$ cat src/cfm_map.svh
// constants for the converter fault manager: timing counts, restart counts, flag positions
// assumes a 100 MHz clock; included by the package and the design files
//
// Notes on behaviour
// - no conversion until line sense has risen above brown-in level
// - line below brown-out longer than mask time stops conversion until brown-in
// - after blanking, low side gate cut when current exceeds peak clamp
// - first second-level overcurrent trip enters warning, converter keeps running
// - clean cycle in warning returns idle; second trip next cycle stops converter
// - confirmed second-level overcurrent is an auto-restart fault
// - thermistor below level stops conversion as conditioned-restart fault
// - primary supply below off level enters auto-restart fault
// - soft-start overvoltage stops switching, enters burst; no secondary contact ends in lockout
// - soft-start end without secondary contact is an auto-restart fault
// - brownout stops switching until the condition clears, conditioned restart
// - brownout clears every latched fault; a pending second-level overcurrent warning is kept
// - capacitor discharge event handled exactly like brownout
// - secondary overcurrent turns load switch off; without switch primary path protects
// - secondary overvoltage stops secondary switching until output is safe again
// - secondary undervoltage lasting 480us stops switching, awaits primary restart
// - secondary supply lockout stops switching, awaits primary restart
// - secondary overtemp keeps switching, opens load switch, issues hard reset; warning first
// - plug removal detected: wait detect delay, then discharge through line sense pin
// - discharge ends below end level or on reconnection; steady dc counts as removal
// - charge pump enabled only while output setpoint below configured threshold
// - power good holds second port off until soft-start done and stable
// - auto-restart waits six supply fall-and-rise cycles before restart
// - conditioned restart: condition gone, then one supply fall and rise
`ifndef CFM_MAP_SVH
`define CFM_MAP_SVH

`define CFM_CLK_MHZ 100
`define CFM_SUV_TIME_US 480
`define CFM_SUV_CYCLES (`CFM_SUV_TIME_US * `CFM_CLK_MHZ)
`define CFM_AR_CYCLES 6
`define CFM_BO_MASK_CYCLES 1000
`define CFM_XCD_DET_CYCLES 2000
`define CFM_DC_DET_CYCLES 3000
`define CFM_PG_STABLE_CYCLES 1000
`define CFM_SP_WIDTH 8
`define CFM_CP_THRESH_RST 8'h50

`define CFM_F_BO 0
`define CFM_F_XCD 1
`define CFM_F_OCP 2
`define CFM_F_OTP 3
`define CFM_F_UVLO 4
`define CFM_F_SOFTSTART_TIMEOUT 5
`define CFM_F_SSOV 6
`define CFM_F_SOCP 7
`define CFM_F_SOVP 8
`define CFM_F_SUVP 9
`define CFM_F_SUVLO 10
`define CFM_F_SECONDARY_OVERTEMP 11
`define CFM_F_WTP 12
`define CFM_NFLAGS 13

`endif

$ cat src/cfm_pkg.sv
// types for the converter fault manager
// assumes cfm_map.svh in the same folder
`include "cfm_map.svh"
package cfm_pkg;
	typedef enum logic [1:0] {CFM_OC_IDLE, CFM_OC_WARN, CFM_OC_TRIP} cfm_oc_t;
	typedef enum logic [2:0] {CFM_RUN, CFM_AUTO, CFM_COND, CFM_BURST, CFM_LOCK} cfm_mode_t;
	typedef enum logic [1:0] {CFM_X_IDLE, CFM_X_WAIT, CFM_X_DIS} cfm_xcd_t;
	typedef logic [`CFM_NFLAGS-1:0] cfm_flags_t;
endpackage : cfm_pkg

$ cat src/cfm_sync_if.sv
// carrier between the fault manager and its input synchroniser
// assumes one clock shared by both ends
`timescale 1ns/1ns
`default_nettype none
interface cfm_sync_if #(parameter int W = 1);
	logic [W-1:0] raw;
	logic [W-1:0] synced;
	modport src (output raw, input synced);
	modport sync (input raw, output synced);
endinterface : cfm_sync_if
`default_nettype wire

$ cat src/cfm_fault_manager.sv
// converter fault manager: protection classification, restart sequencing, x-cap discharge
// assumes comparator outputs from the analog front end and a cycle-start pulse from the pwm
`timescale 1ns/1ns
`default_nettype none
`include "cfm_map.svh"
module cfm_fault_manager #(
	parameter int BO_MASK_CYCLES = `CFM_BO_MASK_CYCLES,
	parameter int XCD_DET_CYCLES = `CFM_XCD_DET_CYCLES,
	parameter int DC_DET_CYCLES = `CFM_DC_DET_CYCLES,
	parameter int SUV_CYCLES = `CFM_SUV_CYCLES,
	parameter int PG_STABLE_CYCLES = `CFM_PG_STABLE_CYCLES,
	parameter int AR_CYCLES = `CFM_AR_CYCLES
) (
	// clock and reset
	input wire logic clk,
	input wire logic reset,
	// primary comparators (asynchronous)
	input wire logic line_above_brownin,
	input wire logic line_below_brownout,
	input wire logic line_below_discharge_end,
	input wire logic line_ac_edge,
	input wire logic current_above_clamp,
	input wire logic ocp_above_level,
	input wire logic thermistor_below_level,
	input wire logic supply_below_off,
	input wire logic softstart_at_end,
	input wire logic softstart_overvoltage,
	// pwm timing (same clock)
	input wire logic cycle_start,
	input wire logic blanking_active,
	input wire logic low_side_gate_req,
	input wire logic high_side_gate_req,
	// secondary status (asynchronous)
	input wire logic secondary_contact,
	input wire logic sec_overcurrent,
	input wire logic sec_overvoltage,
	input wire logic sec_output_safe,
	input wire logic sec_undervoltage,
	input wire logic sec_supply_uvlo,
	input wire logic sec_overtemp,
	input wire logic sec_warning_temp,
	input wire logic load_switch_fitted,
	// configuration
	input wire logic [`CFM_SP_WIDTH-1:0] output_setpoint,
	input wire logic [`CFM_SP_WIDTH-1:0] pump_threshold,
	input wire logic flags_clear,
	// outputs
	output logic low_side_gate,
	output logic high_side_gate,
	output logic secondary_switch_en,
	output logic load_switch_on,
	output logic hard_reset_req,
	output logic warning_temp,
	output logic discharge_on,
	output logic charge_pump_en,
	output logic power_good_pin,
	output logic burst_mode,
	output logic lockout,
	output cfm_pkg::cfm_mode_t fault_mode,
	output cfm_pkg::cfm_flags_t fault_flags
);
	import cfm_pkg::*;

	localparam int NIN = 18;
	initial begin
		if (AR_CYCLES < 1 || BO_MASK_CYCLES < 1 || SUV_CYCLES < 1) $error("bad count");
		if (AR_CYCLES > 16) $error("restart count exceeds counter");
		if (XCD_DET_CYCLES < 1 || DC_DET_CYCLES < 1 || PG_STABLE_CYCLES < 1) $error("bad count");
	end

	// input synchronisation
	cfm_sync_if #(.W(NIN)) sif ();
	assign sif.raw = {line_above_brownin, line_below_brownout, line_below_discharge_end,
		line_ac_edge, current_above_clamp, ocp_above_level, thermistor_below_level,
		supply_below_off, softstart_at_end, softstart_overvoltage, secondary_contact,
		sec_overcurrent, sec_overvoltage, sec_output_safe, sec_undervoltage,
		sec_supply_uvlo, sec_overtemp, sec_warning_temp};
	cfm_sync #(.W(NIN)) u_sync (
		.clk(clk),
		.reset(reset),
		.port(sif.sync)
	);
	wire s_bi = sif.synced[17];
	wire s_bo = sif.synced[16];
	wire s_dend = sif.synced[15];
	wire s_acedge = sif.synced[14];
	wire s_clamp = sif.synced[13];
	wire s_ocp = sif.synced[12];
	wire s_otp = sif.synced[11];
	wire s_uv = sif.synced[10];
	wire s_ssend = sif.synced[9];
	wire s_ssov = sif.synced[8];
	wire s_contact = sif.synced[7];
	wire s_socp = sif.synced[6];
	wire s_sovp = sif.synced[5];
	wire s_safe = sif.synced[4];
	wire s_suv = sif.synced[3];
	wire s_suvlo = sif.synced[2];
	wire s_secondary_overtemp = sif.synced[1];
	wire s_wtp = sif.synced[0];

	// brown-in / brown-out
	logic line_ok_reg;
	logic [31:0] bo_cnt_reg;
	wire bo_expire = s_bo && (bo_cnt_reg == 32'(BO_MASK_CYCLES));
	always_ff @(posedge clk) begin
		if (reset) begin
			bo_cnt_reg <= '0;
			line_ok_reg <= 1'b0;
		end else begin
			bo_cnt_reg <= !s_bo ? '0 : (bo_expire ? bo_cnt_reg : bo_cnt_reg + 32'd1);
			if (s_bi)
				line_ok_reg <= 1'b1;
			else if (bo_expire)
				line_ok_reg <= 1'b0;
		end
	end
	wire brownout = !line_ok_reg;

	// x-cap discharge: plug removal is a missing ac edge, so dc also counts
	cfm_xcd_t xcd_reg;
	logic [31:0] ac_cnt_reg;
	logic [31:0] xd_cnt_reg;
	logic acedge_d_reg;
	wire ac_pulse = s_acedge && !acedge_d_reg;
	wire unplug = (ac_cnt_reg == 32'(DC_DET_CYCLES));
	always_ff @(posedge clk) begin
		if (reset) begin
			xcd_reg <= CFM_X_IDLE;
			ac_cnt_reg <= '0;
			xd_cnt_reg <= '0;
			acedge_d_reg <= 1'b0;
		end else begin
			acedge_d_reg <= s_acedge;
			ac_cnt_reg <= ac_pulse ? '0 : (unplug ? ac_cnt_reg : ac_cnt_reg + 32'd1);
			case (xcd_reg)
				CFM_X_IDLE: begin
					xd_cnt_reg <= '0;
					if (unplug && !s_dend)
						xcd_reg <= CFM_X_WAIT;
				end
				CFM_X_WAIT: begin
					xd_cnt_reg <= xd_cnt_reg + 32'd1;
					if (ac_pulse)
						xcd_reg <= CFM_X_IDLE;
					else if (xd_cnt_reg == 32'(XCD_DET_CYCLES - 1))
						xcd_reg <= CFM_X_DIS;
				end
				CFM_X_DIS: begin
					if (s_dend || ac_pulse)
						xcd_reg <= CFM_X_IDLE;
				end
				default: xcd_reg <= CFM_X_IDLE;
			endcase
		end
	end
	wire xcd_event = (xcd_reg != CFM_X_IDLE);
	assign discharge_on = (xcd_reg == CFM_X_DIS);

	// second-level overcurrent: warning then confirm on next cycle
	cfm_mode_t mode_reg;
	cfm_oc_t oc_reg;
	logic oc_seen_reg;
	wire oc_confirm = (oc_reg == CFM_OC_WARN) && s_ocp;
	always_ff @(posedge clk) begin
		if (reset) begin
			oc_reg <= CFM_OC_IDLE;
			oc_seen_reg <= 1'b0;
		end else begin
			case (oc_reg)
				CFM_OC_IDLE: begin
					oc_seen_reg <= 1'b0;
					if (s_ocp)
						oc_reg <= CFM_OC_WARN;
				end
				CFM_OC_WARN: begin
					if (cycle_start)
						oc_seen_reg <= 1'b1;
					if (oc_confirm && oc_seen_reg)
						oc_reg <= CFM_OC_TRIP;
					else if (cycle_start && oc_seen_reg)
						oc_reg <= CFM_OC_IDLE;
				end
				CFM_OC_TRIP: begin
					if (mode_reg != CFM_RUN)
						oc_reg <= CFM_OC_IDLE;
				end
				default: oc_reg <= CFM_OC_IDLE;
			endcase
		end
	end
	wire ocp_fault = (oc_reg == CFM_OC_TRIP);

	// secondary undervoltage persistence
	logic [31:0] suv_cnt_reg;
	wire suv_fault = s_suv && (suv_cnt_reg == 32'(SUV_CYCLES - 1));
	always_ff @(posedge clk) begin
		if (reset)
			suv_cnt_reg <= '0;
		else
			suv_cnt_reg <= !s_suv ? '0 : (suv_fault ? suv_cnt_reg : suv_cnt_reg + 32'd1);
	end

	// fault classification
	wire softstart_timeout_fault = s_ssend && !s_contact;
	wire cond_fault = brownout || xcd_event || s_otp;
	wire auto_fault = ocp_fault || s_uv || softstart_timeout_fault || suv_fault || s_suvlo;

	// restart sequencing
	logic [3:0] cyc_cnt_reg;
	logic uv_d_reg;
	wire supply_rise = uv_d_reg && !s_uv;
	always_ff @(posedge clk) begin
		if (reset) begin
			mode_reg <= CFM_RUN;
			cyc_cnt_reg <= '0;
			uv_d_reg <= 1'b0;
		end else begin
			uv_d_reg <= s_uv;
			case (mode_reg)
				CFM_RUN: begin
					cyc_cnt_reg <= '0;
					if (cond_fault)
						mode_reg <= CFM_COND;
					else if (auto_fault)
						mode_reg <= CFM_AUTO;
					else if (s_ssov && !s_contact)
						mode_reg <= CFM_BURST;
				end
				CFM_AUTO: begin
					if (brownout || xcd_event)
						mode_reg <= CFM_COND;
					else if (supply_rise && cyc_cnt_reg == 4'(AR_CYCLES - 1))
						mode_reg <= CFM_RUN;
					else if (supply_rise)
						cyc_cnt_reg <= cyc_cnt_reg + 4'd1;
				end
				CFM_COND: begin
					if (cond_fault)
						cyc_cnt_reg <= '0;
					else if (supply_rise)
						mode_reg <= CFM_RUN;
				end
				CFM_BURST: begin
					if (brownout || xcd_event)
						mode_reg <= CFM_COND;
					else if (s_contact)
						mode_reg <= CFM_RUN;
					else if (s_uv)
						mode_reg <= CFM_LOCK;
				end
				CFM_LOCK: begin
					if (brownout || xcd_event)
						mode_reg <= CFM_COND;
					else if (supply_rise)
						mode_reg <= CFM_RUN;
				end
				default: mode_reg <= CFM_RUN;
			endcase
		end
	end
	assign fault_mode = mode_reg;
	assign burst_mode = (mode_reg == CFM_BURST);
	assign lockout = (mode_reg == CFM_LOCK);

	// gate drive
	wire run = (mode_reg == CFM_RUN) && !cond_fault && !auto_fault;
	logic lsg_reg;
	logic hsg_reg;
	logic sec_sw_reg;
	always_ff @(posedge clk) begin
		if (reset) begin
			lsg_reg <= 1'b0;
			hsg_reg <= 1'b0;
			sec_sw_reg <= 1'b0;
		end else begin
			lsg_reg <= run && low_side_gate_req && !(s_clamp && !blanking_active);
			hsg_reg <= run && high_side_gate_req;
			if (s_sovp)
				sec_sw_reg <= 1'b0;
			else if (s_safe)
				sec_sw_reg <= run;
		end
	end
	assign low_side_gate = lsg_reg;
	assign high_side_gate = hsg_reg;
	assign secondary_switch_en = sec_sw_reg && run;

	// load switch, hard reset, warning
	logic ls_reg;
	logic hr_reg;
	logic secondary_overtemp_d_reg;
	logic wtp_reg;
	always_ff @(posedge clk) begin
		if (reset) begin
			ls_reg <= 1'b0;
			hr_reg <= 1'b0;
			secondary_overtemp_d_reg <= 1'b0;
			wtp_reg <= 1'b0;
		end else begin
			secondary_overtemp_d_reg <= s_secondary_overtemp;
			hr_reg <= s_secondary_overtemp && !secondary_overtemp_d_reg;
			wtp_reg <= s_wtp || s_secondary_overtemp;
			ls_reg <= run && !(s_socp && load_switch_fitted) && !s_secondary_overtemp;
		end
	end
	assign load_switch_on = ls_reg;
	assign hard_reset_req = hr_reg;
	assign warning_temp = wtp_reg;

	// power good and charge pump
	logic [31:0] pg_cnt_reg;
	logic pg_reg;
	logic cp_reg;
	wire stable = run && s_contact && !s_ssend;
	always_ff @(posedge clk) begin
		if (reset) begin
			pg_cnt_reg <= '0;
			pg_reg <= 1'b0;
			cp_reg <= 1'b0;
		end else begin
			pg_cnt_reg <= !stable ? '0 : (pg_reg ? pg_cnt_reg : pg_cnt_reg + 32'd1);
			pg_reg <= stable && (pg_reg || pg_cnt_reg == 32'(PG_STABLE_CYCLES - 1));
			cp_reg <= (output_setpoint < pump_threshold);
		end
	end
	assign power_good_pin = pg_reg;
	assign charge_pump_en = cp_reg;

	// sticky flags: set wins over clear; brownout wipes the rest
	cfm_flags_t flags_reg;
	cfm_flags_t flags_set;
	always_comb begin
		flags_set = '0;
		flags_set[`CFM_F_BO] = brownout;
		flags_set[`CFM_F_XCD] = xcd_event;
		flags_set[`CFM_F_OCP] = ocp_fault;
		flags_set[`CFM_F_OTP] = s_otp;
		flags_set[`CFM_F_UVLO] = s_uv;
		flags_set[`CFM_F_SOFTSTART_TIMEOUT] = softstart_timeout_fault;
		flags_set[`CFM_F_SSOV] = s_ssov && !s_contact;
		flags_set[`CFM_F_SOCP] = s_socp;
		flags_set[`CFM_F_SOVP] = s_sovp;
		flags_set[`CFM_F_SUVP] = suv_fault;
		flags_set[`CFM_F_SUVLO] = s_suvlo;
		flags_set[`CFM_F_SECONDARY_OVERTEMP] = s_secondary_overtemp;
		flags_set[`CFM_F_WTP] = s_wtp;
	end
	wire wipe = flags_set[`CFM_F_BO] || flags_set[`CFM_F_XCD];
	always_ff @(posedge clk) begin
		if (reset)
			flags_reg <= '0;
		else if (wipe)
			flags_reg <= flags_set;
		else
			flags_reg <= flags_set | (flags_clear ? '0 : flags_reg);
	end
	assign fault_flags = flags_reg;
endmodule : cfm_fault_manager
`default_nettype wire

$ cat src/cfm_sync.sv
// two flip-flop synchroniser for comparator and status inputs
// assumes inputs asynchronous to clk
`timescale 1ns/1ns
`default_nettype none
module cfm_sync #(
	parameter int W = 1
) (
	input wire logic clk,
	input wire logic reset,
	cfm_sync_if.sync port
);
	logic [W-1:0] meta_reg;
	logic [W-1:0] out_reg;
	initial begin
		if (W < 1) $error("cfm_sync width must be positive");
	end
	always_ff @(posedge clk) begin
		if (reset) begin
			meta_reg <= '0;
			out_reg <= '0;
		end else begin
			meta_reg <= port.raw;
			out_reg <= meta_reg;
		end
	end
	assign port.synced = out_reg;
endmodule : cfm_sync
`default_nettype wire

$ cat config.mk
export PLATFORM = sky130hd
export DESIGN_NAME = cfm_fault_manager
export DESIGN_NICKNAME = d
export VERILOG_FILES = /design/src/cfm_pkg.sv /design/src/cfm_sync_if.sv /design/src/cfm_fault_manager.sv /design/src/cfm_sync.sv
export VERILOG_INCLUDE_DIRS = /design/src
export SDC_FILE = /design/constraint.sdc
export NUM_CORES = 1
export LEC_CHECK = 0
export ABC_AREA = 1
export ABC_CLOCK_PERIOD_IN_PS = 3300
export BUFFER_PORTS_ARGS = -buffer_cell sky130_fd_sc_hd__clkbuf_2
export CELL_PAD_IN_SITES_DETAIL_PLACEMENT = 1
export CELL_PAD_IN_SITES_GLOBAL_PLACEMENT = 2
export CORE_UTILIZATION = 36
export DETAILED_ROUTE_END_ITERATION = 12
export GPL_ROUTABILITY_DRIVEN = 0
export PLACE_DENSITY_LB_ADDON = 0.1
export SKIP_LAST_GASP = 1
export SYNTH_ARGS = -nofsm -noshare
export SYNTH_HDL_FRONTEND = slang
export SYNTH_SLANG_ARGS = --single-unit
$ cat constraint.sdc
create_clock -name clk -period 3.3 [get_ports clk]
set_clock_uncertainty 0.1 [all_clocks]
set_input_delay 0.33 -clock clk [delete_from_list [all_inputs] [get_ports clk]]
set_output_delay 0.33 -clock clk [all_outputs]
set_load 0.02 [all_outputs]
==> metrics.md, run 1 <==
| Metric | Value |
|---|---|
| Status | `complete, no violations` |
| Setup TNS | `0 ns` |
| Initial core utilization | `36.9%` |
| Port Buf Inserts | `68` |
| Nets | `1723` |
| Switch Pwr | `between 0.0015 and 0.002 W` |
| Global route total overflow | `0` |
| Layout Area Growth over Synthesis | `17.7%` |
| Post-synth cell types | `54` |
| Post-Syn Nets | `1613` |
| Number of synthesized flops with an enable pin | `0` |
| CP arrival | `2.19 ns` |
| Final WL | `between 20000 and 30000 um` |
| Fillers | `3835` |
| Via count | `10080` |
| Yosys warns | `0` |
| Starting DRT DRC Count | `324` |
| PD cells | `487 nW/um^2` |
| Clock Tree Buf Depth | `3` |
| FP Rows | `between 60 and 70` |
| Avg Inst Size Synth | `7.11 sq um` |
| Post-route minimum period | `2.62 ns` |
| Core Util, Final | `43.4%` |
| HPWL after detailed placement | `22000 um` |
| Crit path capture type | `output port` |
| Drt via density | `4.86` |
| Switch share | `24.4%` |
| Hold_ws | `0.0241 ns` |
| Worst VDD drop | `0.000372 V` |
| Die height | `about 180 um` |
| Fraction of layout instances using a drive strength above 1 | `about 11%` |
| Global-route wire length before repair | `49900 um` |
| Startpoint Class | `register` |
| Flops & latches, synth | `233` |
| Seq/Total Area, Yosys | `between 40 and 50%` |
| Max_cap viols | `0` |
| Actual slew at the worst max-slew pin | `0.711 ns` |
| CP required | `2.87 ns` |
| Sequential share of power | `45.9%` |
| Antenna-violating nets left | `0` |
| Cell Area, Synth | `11100 sq um` |
| Slew HR | `52.6%` |
| CTS tree | `yes` |
| H-tree depth | `1` |
| Clock group share of total power | `between 40% and 50%` |
| Clock Latency Late Sink | `0.56 ns` |
| Final setup fails | `0` |
| Core ar. | `30000 sq um` |
| Final Hold Fails | `0` |
| # DRC | `0` |
| Root Buffer | `clkbuf_16` |
| Power consumption | `0.00633 W` |
| Total track usage | `between 10% and 20%` |
| Syn Inst Count | `1555` |
| Total CTS buffers | `28` |
| CTS resizes | `0` |
| CTS sink cnt | `approximately 230` |
| Final Max Slew Viols | `0` |
| Top post-synthesis cells by area | `dfxtp_1, nand2_1, inv_1` |
| Vias in the first global route | `slightly above 10000` |
| Comb pwr share | `around 5.8%` |
| Worst min-delay path class | `primary input to register` |
| Crit-path max FO | `9` |
| Final period util | `79.4%` |
| Die Wd | `177 um` |
| Initial antenna violation count | `0` |
| Routed length per instance | `14.2 um` |
| Ports | `about 70` |
| DR pass1 iterations | `4` |
| N_diodes | `0` |
| Leakage power | `approximately 5 nW` |
| Unrepaired setup endpoints after global routing | `no` |
| Yosys top cell area share | `a little over two fifths` |
| Largest net degree at the start of global routing | `32` |
| Clk slew on worst S/H paths | `around 0.06 ns` |
| Crit Path Class | `register to output port` |
| FFs w/ async S/R, synth | `0%` |
| Cell-internal power | `0.00479 W` |
| Fmax | `382 MHz` |
| Top cell type by total area after synthesis | `dfxtp_1` |
| Die area | `31400 sq um` |
| Synth Flop Type | `dfxtp_1` |
## final cells by class
cell class	instances	area [sq um]	share of cell area, %
Multi-Input combinational cell	1044	5320	40.9
Inverter	256	962	7.40
Sequential cell	233	4660	35.9
Clock inverter	14	151	1.16
Clock buffer	36	761	5.85
Tap cell	390	488	3.75
Timing Repair Buffer	102	663	5.10
## worst max-delay path, cell delays in order (launching register included)
cell,delay (ns)
dfxtp_1,0.37
ha_1,0.16
inv_1,0.05
nor2_1,0.22
nand3_1,0.10
nor2_1,0.12
nand3_2,0.21
nand3_1,0.18
nor2_1,0.08
clkbuf_2,0.16
## path summary, 6_finish.rpt
kind,start,endpoint,slack [ns],depth (start not counted)
min,low_side_gate_req,low_side_gate,0.02,3
min reg2reg,secondary_overtemp_d_reg,hard_reset_req,0.28,1
max,suv_cnt_reg[0],secondary_switch_en,0.68,9
max reg2reg,xcd_reg[1],pg_cnt_reg[14],1.01,9
## per-stage QoR
stage,area [sq um],cells,setup slack (ns)
floorplan,11100,1555,1.56
global placement,11800,1998,1.14
detailed placement,11800,1998,1.00
CTS,13000,2075,0.599
global route,13000,2075,0.421
finish,13000,2075,0.681
## power groups by stage
stage / clock network [W] / registers, W / logic (W)
after CTS: 0.00316 / 0.00291 / 0.000372
after global routing: 0.00327 / 0.00292 / 0.000418
after floorplan: 0 / 0.00298 / 0.000209
final: 0.00306 / 0.00291 / 0.000366
after detailed placement: 0 / 0.00297 / 0.000344
after global placement: 0 / 0.00297 / 0.000339
## cells in the final DEF (no fill, tap or decap), types with 7 or more instances in the layout
cell type / synthesis / layout
a21oi_1: 114 / 114
buf_4: 2 / 7
clkbuf_16: 0 / 28
clkbuf_2: 0 / 68
dfxtp_1: 233 / 233
dlygate4sd3_1: 0 / 27
ha_1: 16 / 16
inv_1: 252 / 252
nand2_1: 261 / 261
nand3_1: 87 / 87
nand4_1: 45 / 45
nor2_1: 226 / 226
nor2_2: 12 / 12
nor2_4: 10 / 10
nor3_1: 67 / 67
nor3_2: 12 / 12
nor4_1: 17 / 17
o21a_1: 11 / 11
o21ai_0: 68 / 68
or2_2: 9 / 9
xor2_1: 21 / 21
## repair_timing
action	in CTS	in global routing
setup buffers	0	0
hold buffers	27	0
endpoints found under the hold margin	23	0
## metal layers
layer	wire, um	global-route usage, %	vias up	part of all wire [%]
li1	-	-	5259	-
met1	14400	25.1	4704	49
met2	13700	33.4	76	47
met3	710	2.64	41	2.4
met4	619	4.63	0	2.1
met5	0	0	-	0
## cell usage after synthesis, types with 2 or more instances
library cell and number:
o21ai_1 5, nand3_1 87, nand2_2 5, nand3_2 4
ha_1 16, or2_2 9, nand2_1 261, a31oi_1 6
inv_2 2, nor2_1 226, o211ai_1 2, a211oi_1 6
xor2_1 21, o211a_1 2, nor2_4 10, dfxtp_1 233
buf_4 2, nor3b_2 3, inv_1 252, o21ai_0 68
nor3_2 12, o21a_1 11, nor3_4 2, and2_1 2
buf_2 2, nor2_2 12, nand4_1 45, and3_1 6
buf_6 2, nor3_1 67, buf_1 3, nor4_1 17
nor3b_1 3, a21oi_1 114, nand4_4 2, xnor2_1 5
clkbuf_1 13
## cells by family after synthesis
family	synth area share [%]
AND/OR/NAND/NOR	33.4
buffers and inverters	9.68
flip-flops	42.2
AO/OA/AOI/OAI	10.9
XOR/XNOR	2.06
adder cells (fa/ha/maj)	1.81
No activity file was read; power rests on OpenSTA's default activity.
==> run 2, diff against run 1 <==
ABC_AREA = 0   (was 1)
ABC_CLOCK_PERIOD_IN_PS = 2550   (was 3300)
clock period = 2.55 ns   (was 3.3 ns; I/O delays follow)
==> metrics.md, run 2 <==
| Metric | Value |
|---|---|
| Startpoint Class | `register` |
| Hold path start | `flags_clear` |
| Clock group share of total power | `51.7% (+3.4 points)` |
| DR pass1 iterations | `8 (+4)` |
| Synth Flop Type | `dfxtp_1` |
| Fraction of layout instances using a drive strength above 1 | `11.8% (+0.68 points)` |
| Fin area | `12300 sq um (-5.7%)` |
| Initial antenna violation count | `0 (unchanged)` |
| Switch share | `21.1% (-3.3 points)` |
| Cell Area, Synth | `10100 sq um (-8.3%)` |
| Power consumption | `0.00828 W (+31%)` |
| DP Worst Slack | `0.380 ns (-0.621 ns)` |
| Core ar. | `27800 sq um (-7.3%)` |
| Die height | `170 um (-4.2%)` |
| Critical path depth | `6 (-3)` |
| Fillers | `3290 (-14%)` |
| Crit Path Class | `register to output port` |
| Failing checks | `DRC` |
| Die area | `28800 sq um (-8.2%)` |
| Port Buf Inserts | `68 (unchanged)` |
| Post-Syn Nets | `1239 (-23%)` |
| N_diodes | `0 (unchanged)` |
| Syn Inst Count | `1181 (-24%)` |
| Initial core utilization | `36.5% (-0.40 points)` |
| Final setup fails | `0 (unchanged)` |
| Sequential share of power | `44.9% (-1.0 points)` |
| Most frequent cell after synthesis | `dfxtp_1` |
| Worst VDD drop | `0.000453 V (+22%)` |
| Starting DRT DRC Count | `334 (+3.1%)` |
| Crit path capture type | `output port` |
| Total track usage | `17.7% (-1.6 points)` |
| Comb pwr share | `3.4% (-2.4 points)` |
| Post-synth cell types | `55 (+1.9%)` |
| Top post-synthesis cells by area | `dfxtp_1, xnor2_1, nor2_1` |
| FF-to-FF Start | `ac_cnt_reg[14]` |
| Yosys top cell area share | `46.0% (+3.8 points)` |
| Setup TNS | `0 ns (unchanged)` |
| Setup bufs post-CTS | `0 (unchanged)` |
| Buf+Inv Stages, Crit Path | `1 (-1)` |
| # DRC | `2 (+2)` |
| Drt via density | `4.95 (+1.9%)` |
| HPWL after detailed placement | `17100 um (-22%)` |
| Unrepaired setup endpoints after global routing | `no` |
| Final period util | `94.1%` |
| Global route total overflow | `0 (unchanged)` |
| Top cell type by total area after synthesis | `dfxtp_1` |
| Crit-path cells | `nor4_1 -> nand4_1 -> nor3_4 -> nor2_1 -> and3_1 -> clkbuf_2` |
| Worst min-delay path class | `primary input to register` |
| FP Rows | `61 (-3.2%)` |
| Final Hold Fails | `0 (unchanged)` |
| Critical Path End | `secondary_switch_en` |
| CTS sink cnt | `233 (unchanged)` |
| Max_cap viols | `0 (unchanged)` |
| Nets | `1335 (-23%)` |
| Vias in the first global route | `8265 (-20%)` |
| Most frequent cells in the layout | `dfxtp_1, nor2_1, xnor2_1, clkbuf_2` |
| Yosys warns | `0 (unchanged)` |
| Slew HR | `43.0% (-9.5 points)` |
| Critical-path top delay cell | `dfxtp_1` |
| Total CTS buffers | `28 (unchanged)` |
| Slowest Stage Delay on Critical Path | `0.33 ns (-0.04 ns)` |
| Flops & latches, synth | `233 (unchanged)` |
| Core Util, Final | `44.1% (+0.71 points)` |
| Via count | `8299 (-18%)` |
| Final WL | `24900 um (-15%)` |
| R2R Setup Slk | `0.35 ns (-0.66 ns)` |
| Ports | `69 (unchanged)` |
| Cell-internal power | `0.00653 W (+36%)` |
| CP required | `2.19 ns (-0.68 ns)` |
| Layout Area Growth over Synthesis | `20.9%` |
| CTS tree | `yes` |
| H-tree depth | `1 (unchanged)` |
| Die Wd | `170 um (-4.2%)` |
| FFs w/ async S/R, synth | `0% (unchanged)` |
| PD cells | `676 nW/um^2 (+39%)` |
| Root Buffer | `clkbuf_16` |
| Actual slew at the worst max-slew pin | `0.855 ns (+0.144 ns)` |
| Synth cell count leaders | `dfxtp_1, nor2_1, xnor2_1` |
| Leakage power | `4.16 nW (-17%)` |
| Global-route wire length before repair | `42000 um (-16%)` |
| Final Max Slew Viols | `0 (unchanged)` |
| Largest net degree at the start of global routing | `63 (+97%)` |
| Crit path max-delay family | `simple AND/OR/NAND/NOR gates` |
| FF-to-FF path depth | `5 (-4)` |
| Clock Latency Late Sink | `0.54 ns (-0.02 ns)` |
| Crit-path max FO | `5 (-4)` |
| Post-route minimum period | `2.40 ns` |
| Seq/Total Area, Yosys | `46.0% (+3.8 points)` |
| Status | `complete, but fails checks` |
| Most common cell after layout, fill and taps aside | `dfxtp_1` |
| Crit path from | `suv_cnt_reg[17]` |
| Antenna-violating nets left | `0 (unchanged)` |
| Clk slew on worst S/H paths | `0.06 ns (about the same)` |
| Final WS setup | `0.150 ns (-0.532 ns)` |
| Routed length per instance | `14.9 um (+4.8%)` |
| Clock Tree Buf Depth | `3 (unchanged)` |
| Avg Inst Size Synth | `8.59 sq um (+21%)` |
| Switch Pwr | `0.00175 W (+13%)` |
| Crit Reg-Reg Endpoint | `xcd_reg[0]` |
| CP arrival | `2.05 ns (-0.14 ns)` |
| DP Area | `10900 sq um (-7.4%)` |
| Fmax | `approximately 420 MHz` |
| Number of synthesized flops with an enable pin | `0 (unchanged)` |
## run 2: repair_timing
item	4_1_cts	5_1_grt
pin swaps	0	2
setup endpoints to repair	1	1
gates resized for setup	1	9
hold buffers	26	0
endpoints found under the hold margin	25	0
## run 2: area by class of cell
| type | instances | area (sq um) | area share (%) |
|---|---|---|---|
| Clock buffer | 44 | 862 | 7.03 |
| Timing Repair Buffer | 116 | 791 | 6.45 |
| Multi-Input combinational cell | 852 | 5150 | 42.0 |
| Clock inverter | 8 | 144 | 1.17 |
| Tap cell | 378 | 473 | 3.86 |
| Sequential cell | 233 | 4670 | 38.1 |
| Inverter | 46 | 173 | 1.41 |
## run 2: stage by stage
step | hold slack [ns] | std cells
finish | 0.0487 | 1677
floorplan | 0.254 | 1181
global route | 0.0397 | 1677
detailed placement | 0.314 | 1599
global placement | 0.313 | 1599
CTS | 0.0226 | 1677
## run 2: power groups by stage
stage / sequential (W) / combinational (W) / clock, W
3_3_place_gp: 0.00379 / 0.000254 / 0
6_report: 0.00372 / 0.000284 / 0.00428
4_1_cts: 0.00372 / 0.000289 / 0.00442
5_1_grt: 0.00372 / 0.000321 / 0.00457
2_1_floorplan: 0.00380 / 0.000137 / 0
3_5_place_dp: 0.00380 / 0.000255 / 0
## run 2: worst min-delay path by stage
stage                     slack, ns  cells past startpoint              end
after floorplan                0.25                      1   load_switch_on
after global placement         0.31                      1   hard_reset_req
after detailed placement       0.31                      1   hard_reset_req
after CTS                      0.02                      3  fault_flags[11]
after global routing           0.04                      3   fault_flags[4]
final                          0.05                      3  fault_flags[11]
## run 2: cells by family after synthesis
group	Yosys count	share of synthesized area (%)
adders and majority gates	16	1.97
AOI/OAI and AO/OA	97	5.44
and+or+nand+nor	604	31.2
muxes	2	0.197
buffers and inverters	96	3.65
xor gates and xnor gates	133	11.5
DFF	233	46.0
## run 2: tightest hold or removal path: cells and delay by family
family | cells | cell delay [ns]
AO/OA/AOI/OAI | 1 | 0.17
buffers and inverters | 1 | 0.13
AND/OR/NAND/NOR | 1 | 0.09
## run 2: per-layer routing
metal	vias to the layer above	global-route usage [%]	part of all wire, %
li1	4257	-	-
met1	3924	23.9	49
met2	89	28.9	45
met3	29	3.12	3.5
met4	0	4.58	1.9
met5	-	0	0
